File: config.mk
export PLATFORM = sky130hd
export DESIGN_NAME = external_bus_cycle_phaser
export DESIGN_NICKNAME = d
export VERILOG_FILES = /design/src/bus_phaser_pkg.sv /design/src/cpu_clock_tick.sv /design/src/external_bus_cycle_phaser.sv
export SDC_FILE = /design/constraint.sdc
export NUM_CORES = 1
export LEC_CHECK = 0
export BUFFER_PORTS_ARGS = -buffer_cell sky130_fd_sc_hd__buf_4
export CAP_MARGIN = 20
export CORE_UTILIZATION = 35
export DETAILED_ROUTE_END_ITERATION = 6
export PLACE_DENSITY = 0.6
export SETUP_SLACK_MARGIN = 0.2
export SYNTH_ARGS = -nofsm -noshare
export SYNTH_HDL_FRONTEND = slang
export SYNTH_SLANG_ARGS = --single-unit
File: constraint.sdc
create_clock -name clk -period 2.84 [get_ports clk]
set_clock_uncertainty 0.2 [all_clocks]
set_input_delay 0.142 -clock clk [delete_from_list [all_inputs] [get_ports clk]]
set_output_delay 0.142 -clock clk [all_outputs]
set_load 0.005 [all_outputs]
File: src/bus_phaser_pkg.sv
`default_nettype none
package bus_phaser_pkg;
   localparam int unsigned NUM_CS = 4;
   localparam int unsigned CS_W   = 2;
   localparam int unsigned ADDR_W = 24;
   localparam int unsigned DATA_W = 16;
   localparam int unsigned CNT_W  = 5;

   // ************************************************************
   // phase of the external bus cycle
   // ************************************************************
   typedef enum logic [2:0] {
      PH_IDLE, PH_AB, PH_C, PH_D, PH_E, PH_F
   } phase_e;

   // ************************************************************
   // chip_select_timing_config: one per chip select
   // ************************************************************
   typedef struct packed {
      logic             setup_long;  // address setup 1 (0) or 2 (1) periods
      logic [1:0]       setup_ext;   // extra setup periods on window change
      logic [1:0]       cmd_delay;   // 0..3 periods
      logic             data_setup;  // 0..1 period
      logic [CNT_W-1:0] access_len;  // access periods minus one, 1..32
      logic [1:0]       hold_len;    // 0..3 periods
   } timing_cfg_s;

   typedef struct packed {
      logic              write;
      logic              win_change;
      logic              upper;
      logic [CS_W-1:0]   cs;
      logic [ADDR_W-1:0] addr;
      logic [DATA_W-1:0] wdata;
   } bus_req_s;
endpackage
`default_nettype wire

File: src/cpu_clock_tick.sv
`timescale 1ns/1ps
`default_nettype none
module cpu_clock_tick (
   input  wire logic clk,
   input  wire logic rst_n,
   input  wire logic cpu_clock_halving_select,
   output logic      cpu_tick
);
   typedef struct packed {
      logic tick;
   } tick_state_s;

   tick_state_s st_ff;
   tick_state_s nxt_st;

   // ************************************************************
   // one tick per cpu_clock_period: every clk, or every second clk
   // ************************************************************
   always_comb begin
      nxt_st      = st_ff;
      nxt_st.tick = cpu_clock_halving_select ? ~st_ff.tick : 1'b1;
   end

   always_ff @(posedge clk or negedge rst_n) begin
      if (!rst_n) begin
         st_ff <= '0;
      end else begin
         st_ff <= nxt_st;
      end
   end

   assign cpu_tick = st_ff.tick;

   half_rate_a: assert property (@(posedge clk) disable iff (!rst_n)
      cpu_clock_halving_select && st_ff.tick ##1 cpu_clock_halving_select |-> !st_ff.tick)
      else $error("halved cpu clock ticked twice in a row");
   full_rate_a: assert property (@(posedge clk) disable iff (!rst_n)
      $past(rst_n) && !$past(cpu_clock_halving_select) && !$past(cpu_clock_halving_select, 2)
      |-> st_ff.tick)
      else $error("undivided cpu clock missed a tick");
endmodule
`default_nettype wire

File: src/external_bus_cycle_phaser.sv
`timescale 1ns/1ps
`default_nettype none
module external_bus_cycle_phaser (
   input  wire logic                                     clk,
   input  wire logic                                     rst_n,
   input  wire logic                                     cpu_clock_halving_select,
   input  wire logic                                     mux_mode,
   input  wire bus_phaser_pkg::timing_cfg_s [bus_phaser_pkg::NUM_CS-1:0] chip_select_timing_config,
   input  wire logic                                     req_valid,
   input  wire bus_phaser_pkg::bus_req_s                 req,
   input  wire logic [bus_phaser_pkg::DATA_W-1:0]        data_in,
   output logic                                          busy,
   output logic                                          done,
   output logic [bus_phaser_pkg::DATA_W-1:0]             rdata,
   output logic [bus_phaser_pkg::ADDR_W-1:0]             addr_out,
   output logic [bus_phaser_pkg::DATA_W-1:0]             data_out,
   output logic                                          data_oe,
   output logic                                          ale,
   output logic                                          rd_n,
   output logic                                          wr_n,
   output logic                                          upper_byte_select_n,
   output logic [bus_phaser_pkg::NUM_CS-1:0]             cs_n
);
   import bus_phaser_pkg::*;

   typedef struct packed {
      phase_e              phase;
      logic [CNT_W-1:0]    cnt;
      timing_cfg_s         cfg;
      logic                mux;
      bus_req_s            rq;
      logic [DATA_W-1:0]   rdata;
      logic                busy;
      logic                done;
      logic [DATA_W-1:0]   data_out;
      logic                data_oe;
      logic                ale;
      logic                rd_n;
      logic                wr_n;
      logic                ube_n;
      logic [NUM_CS-1:0]   cs_n;
   } phaser_state_s;

   phaser_state_s st_ff;
   phaser_state_s nxt_st;
   logic          cpu_tick;
   logic          phase_end;

   cpu_clock_tick u_tick (
      .clk                      (clk),
      .rst_n                    (rst_n),
      .cpu_clock_halving_select (cpu_clock_halving_select),
      .cpu_tick                 (cpu_tick)
   );

   // ************************************************************
   // phase sequencing helpers
   // ************************************************************
   function automatic phase_e next_phase(input phase_e ph, input timing_cfg_s c);
      phase_e r;
      r = PH_IDLE;
      unique case (ph)
         PH_IDLE: r = PH_AB;
         PH_AB: begin
            if (c.cmd_delay != 2'h0) begin
               r = PH_C;
            end else if (c.data_setup) begin
               r = PH_D;
            end else begin
               r = PH_E;
            end
         end
         PH_C:    r = c.data_setup ? PH_D : PH_E;
         PH_D:    r = PH_E;
         PH_E:    r = (c.hold_len != 2'h0) ? PH_F : PH_IDLE;
         PH_F:    r = PH_IDLE;
      endcase
      return r;
   endfunction

   // counter load is the phase length minus one
   function automatic logic [CNT_W-1:0] phase_load(input phase_e ph, input timing_cfg_s c,
                                                   input logic win);
      logic [CNT_W-1:0] r;
      r = '0;
      unique case (ph)
         PH_IDLE: r = '0;
         PH_AB:   r = CNT_W'(c.setup_long) + (win ? CNT_W'(c.setup_ext) : '0);
         PH_C:    r = CNT_W'(c.cmd_delay - 2'h1);
         PH_D:    r = '0;
         PH_E:    r = c.access_len;
         PH_F:    r = CNT_W'(c.hold_len - 2'h1);
      endcase
      return r;
   endfunction

   assign phase_end = cpu_tick && (st_ff.cnt == '0);

   // ************************************************************
   // next state
   // ************************************************************
   always_comb begin
      phase_e      ph;
      timing_cfg_s c;
      ph     = st_ff.phase;
      c      = st_ff.cfg;
      nxt_st = st_ff;
      nxt_st.done = 1'b0;
      if (st_ff.phase == PH_IDLE) begin
         if (req_valid && cpu_tick) begin
            c          = chip_select_timing_config[req.cs];
            nxt_st.cfg = c;
            nxt_st.rq  = req;
            nxt_st.mux = mux_mode;
            ph         = PH_AB;
            nxt_st.cnt = phase_load(PH_AB, c, req.win_change);
         end
      end else if (cpu_tick) begin
         if (st_ff.cnt == '0) begin
            ph         = next_phase(st_ff.phase, c);
            nxt_st.cnt = phase_load(ph, c, st_ff.rq.win_change);
            if (st_ff.phase == PH_E && !st_ff.rq.write) begin
               nxt_st.rdata = data_in;
            end
            if (ph == PH_IDLE) begin
               nxt_st.done = 1'b1;
            end
         end else begin
            nxt_st.cnt = st_ff.cnt - CNT_W'(1);
         end
      end
      nxt_st.phase = ph;
      // pin levels follow the phase being entered
      nxt_st.busy  = (ph != PH_IDLE);
      nxt_st.ale   = (ph == PH_AB);
      nxt_st.rd_n  = !(ph == PH_E && !nxt_st.rq.write);
      nxt_st.wr_n  = !(ph == PH_E && nxt_st.rq.write);
      nxt_st.ube_n = !(ph != PH_IDLE && nxt_st.rq.upper);
      nxt_st.cs_n  = '1;
      if (ph != PH_IDLE) begin
         nxt_st.cs_n[nxt_st.rq.cs] = 1'b0;
      end
      nxt_st.data_oe  = 1'b0;
      nxt_st.data_out = nxt_st.rq.wdata;
      if (ph == PH_AB && nxt_st.mux) begin
         nxt_st.data_oe  = 1'b1;
         nxt_st.data_out = nxt_st.rq.addr[DATA_W-1:0];
      end else if (nxt_st.rq.write && (ph == PH_D || ph == PH_E || ph == PH_F)) begin
         nxt_st.data_oe = 1'b1;
      end
   end

   always_ff @(posedge clk or negedge rst_n) begin
      if (!rst_n) begin
         st_ff       <= '0;
         st_ff.rd_n  <= 1'b1;
         st_ff.wr_n  <= 1'b1;
         st_ff.ube_n <= 1'b1;
         st_ff.cs_n  <= '1;
      end else begin
         st_ff <= nxt_st;
      end
   end

   assign busy                = st_ff.busy;
   assign done                = st_ff.done;
   assign rdata               = st_ff.rdata;
   assign addr_out            = st_ff.rq.addr;
   assign data_out            = st_ff.data_out;
   assign data_oe             = st_ff.data_oe;
   assign ale                 = st_ff.ale;
   assign rd_n                = st_ff.rd_n;
   assign wr_n                = st_ff.wr_n;
   assign upper_byte_select_n = st_ff.ube_n;
   assign cs_n                = st_ff.cs_n;

   // ************************************************************
   // checks
   // ************************************************************
   setup_exit_a: assert property (@(posedge clk) disable iff (!rst_n)
      (st_ff.phase == PH_AB ##1 st_ff.phase != PH_AB) |-> st_ff.phase inside {PH_C, PH_D, PH_E})
      else $error("setup phase left to a wrong phase");
   cfg_stable_a: assert property (@(posedge clk) disable iff (!rst_n)
      st_ff.busy && nxt_st.busy |=> $stable(st_ff.cfg))
      else $error("timing config changed inside a cycle");
   tick_only_a: assert property (@(posedge clk) disable iff (!rst_n)
      st_ff.phase != PH_IDLE && !cpu_tick |=> $stable(st_ff.phase) && $stable(st_ff.cnt))
      else $error("phase moved without a cpu tick");
   setup_len_a: assert property (@(posedge clk) disable iff (!rst_n)
      st_ff.phase == PH_AB |-> st_ff.cnt <= (st_ff.rq.win_change ? 5'h04 : 5'h01))
      else $error("setup phase too long");
   access_load_a: assert property (@(posedge clk) disable iff (!rst_n)
      (st_ff.phase != PH_E ##1 st_ff.phase == PH_E) |-> st_ff.cnt == st_ff.cfg.access_len)
      else $error("access phase length wrong");
   data_len_a: assert property (@(posedge clk) disable iff (!rst_n)
      st_ff.phase == PH_D |-> st_ff.cnt == 5'h00 && st_ff.cfg.data_setup)
      else $error("data setup phase wrong");
   hold_load_a: assert property (@(posedge clk) disable iff (!rst_n)
      (st_ff.phase == PH_E ##1 st_ff.phase == PH_F) |-> st_ff.cnt == 5'(st_ff.cfg.hold_len - 2'h1))
      else $error("hold phase length wrong");
   read_capture_a: assert property (@(posedge clk) disable iff (!rst_n)
      st_ff.phase == PH_E && !st_ff.rq.write && phase_end
      |=> st_ff.rd_n && st_ff.rdata == $past(data_in))
      else $error("read data not captured at strobe end");
   no_gap_a: assert property (@(posedge clk) disable iff (!rst_n)
      st_ff.phase inside {PH_AB, PH_C, PH_D} && phase_end |=> st_ff.phase != PH_IDLE)
      else $error("idle gap inside a bus cycle");

   write_cycle_c: cover property (@(posedge clk) disable iff (!rst_n)
      st_ff.phase == PH_D && st_ff.rq.write ##[1:200] st_ff.phase == PH_F);
   read_cycle_c: cover property (@(posedge clk) disable iff (!rst_n)
      st_ff.phase == PH_E && !st_ff.rq.write ##[1:200] st_ff.done);
   long_setup_c: cover property (@(posedge clk) disable iff (!rst_n)
      st_ff.phase == PH_AB && st_ff.cnt == 5'h04);
endmodule
`default_nettype wire

==> results.sh <==
export IMPL_fp_row_count=44
export IMPL_yosysWarningCount=0
export IMPL_path_max_fanout=17
export IMPL_setup_viol=0
export IMPL_maxSlewHeadroom=0.564
export IMPL_vdd_drop_max_uv=424
export IMPL_postRouteAntennaNets=0
export IMPL_drt_iter0_drc=127
export IMPL_cap_violations=0
export IMPL_fin_setup_tns_ps=0
export IMPL_tritoncts="built"
export IMPL_hpwl_um=7700
export IMPL_power_total_uw=6450
export IMPL_met3WireLength_um=547
export IMPL_clkTransAtPathRegs_ps=70
export IMPL_wl_per_cell_um=14.7
export IMPL_endpoint_kind="flip-flop"
export IMPL_cp_arrival_ps=2580
export IMPL_crit_required_ps=2880
export IMPL_synth_seq_cells=107
export IMPL_htreeDepth=3
export IMPL_dp_cells=684
export IMPL_die_area_um2=15300
export IMPL_grt_pass1_vias=3587
export IMPL_grt_overflow=0
export IMPL_rsz0062_at_grt="true"
export IMPL_area_growth_pct=40.3
export IMPL_grt_pass1_wl_um=17300
export IMPL_synth_cells=383
export IMPL_clk_latency_ps=350
export IMPL_antenna_found_initial=0
export IMPL_clkSinkCount=107
export IMPL_met2_length_um=5570
export IMPL_nFillCells=1242
export IMPL_power_density_nw_per_um2=887
export IMPL_max_clock_freq_mhz=393
export IMPL_fin_crit_sh=0.896
export IMPL_die_x_um=124
export IMPL_top_layer="met4"
export IMPL_syn_area_um2=5180
export IMPL_core_um2=14500
export IMPL_critPathKind="flip-flop to flip-flop"
export IMPL_die_h_um=124
export IMPL_synth_top_area_frac=0.483
export IMPL_met1Wirelength_um=4820
export IMPL_rr_worst_depth=9
export IMPL_synth_area_leaders="dfrtp_1 48%, mux2_2 15%, buf_4 9.1%"
export IMPL_cts_buffers=9
export IMPL_root_buffer="clkbuf_16"
export IMPL_period_minus_slack_ps=2540
export IMPL_post_synth_top_area_cell="dfrtp_1"
export IMPL_worstHoldPathCells=4
export IMPL_drt_pass1_iter_count=4
export IMPL_drv_slew=0
export IMPL_hold_viol_final=0
export IMPL_synthFlopType="dfrtp_1"
export IMPL_hold_class="input pin to flip-flop"
export IMPL_drt_wl_total_um=11200
export IMPL_vias_per_cell=4.60
export IMPL_syn_avg_cell_area_um2=13.5
export IMPL_worst_slew_pin_slew_ps=646
export IMPL_finalWeightedCongestion=0.801
export IMPL_instances_no_fill=763
export IMPL_antennaDiodeCount=0
export IMPL_leakage_uw=0.00335
export IMPL_cts_path_max_buffers=2
export IMPL_ys_async_sr_fraction=1.00
export IMPL_grt_max_degree=44
export IMPL_critPathLaunchType="flip-flop"
export IMPL_track_usage=0.149
export IMPL_layout_commonest_cell="buf_4"
export IMPL_final_nets=699
export IMPL_syn_nets=508
export IMPL_final_cell_mix="193 x buf_4, 100 x dfrtp_1, 71 x mux2_2"
export IMPL_synth_seq_area_share=0.518
export IMPL_ios=185
export IMPL_start_util=0.358
export IMPL_synth_distinct_cells=46
export IMPL_status="completed"
export IMPL_vias=3509
export IMPL_post_route_drc_count=0
export IMPL_drive_above_1_share=0.554
export IMPL_synth_edf_count=0
export IMPL_portBuffers=184
[per-layer routing]
metal  up-vias  track usage
li1       1665            -
met1      1707        0.187
met2       119        0.249
met3        18       0.0238
met4         0       0.0745
met5         -            0
[final timing paths]
check / start / endpoint / slack, ps
setup reg to reg: st_ff[102] / data_out[1] / 300
hold reg to reg: st_ff[44] / st_ff[44] / 300
hold / removal: chip_select_timing_config[34] / st_ff[97] / 20
min in group asynchronous: rst_n / st_ff[52] / 120
max in group asynchronous: rst_n / upper_byte_select_n / 1580
setup / recovery: st_ff[102] / data_out[1] / 300
[cell usage after synthesis, drive strengths merged, types with 2 or more instances]
master	number
nand3	5
o221ai	2
buf	71
mux2	80
mux4	13
nor3	2
xnor2	2
nor2	7
and2	3
a31oi	2
a211oi	3
inv	12
nand3b	2
dfstp	7
nand2	15
clkbuf	5
dfrtp	100
nor2b	3
o21ai	11
a21oi	7
mux2i	3
ha	7
a221o	3
[cell type report]
cell class	count	area, um^2	share of cell area
clock buffer	11	243	0.0334
clock inverter	5	42.5	0.00585
inverter	12	45.0	0.00619
multi-input combinational	188	1930	0.265
sequential	107	2690	0.369
tap	184	230	0.0316
timing repair buffer	256	2100	0.289
[power breakdown]
group | switching [uW] | internal [uW]
combinational | 1050 | 1620
sequential | 353 | 2240
clock | 565 | 630
[what timing repair did]
item	4_1_cts	5_1_grt
setup endpoints to repair	0	16
gates resized for setup	0	3
endpoints found under the hold margin	120	0
buffers inserted	0	2
hold buffers	61	0
[registers in the layout, indices dropped and copies added, names as in the netlist, 4 cells and up]
signal	flops
cs_n	4
rdata	16
st_ff	39
addr_out	24
data_out	16
[kinds of logic after synthesis]
family / after synthesis / share of synthesized area
buffers and inverters: 88 / 0.114
and+or+nand+nor: 46 / 0.0541
DFF: 107 / 0.518
adders and majority gates: 7 / 0.0169
AOI/OAI and AO/OA: 36 / 0.0497
muxes: 96 / 0.243
xor gates and xnor gates: 3 / 0.00507
[per-stage QoR]
stage                     hold slack, ps  utilization  area (um^2)  worst slack, ps
after floorplan                     -354            -         5180              386
final                               20.6        0.502         7270              297
after global routing                48.7        0.502         7270              187
after detailed placement           -41.5        0.439         6350              253
after global placement             -41.6        0.439         6350              344
after CTS                           5.94        0.500         7250              224
[worst max-delay path: stages, from the launching register on]
cell and delay (ps):
dfrtp_1 410, inv_1 90, ha_1 200, nor4b_4 310
nand3_2 160, a311oi_4 270, o22ai_4 140, nand4_4 110
buf_12 180, mux2_2 350
Note: power is estimated with default switching activity, not from simulation.
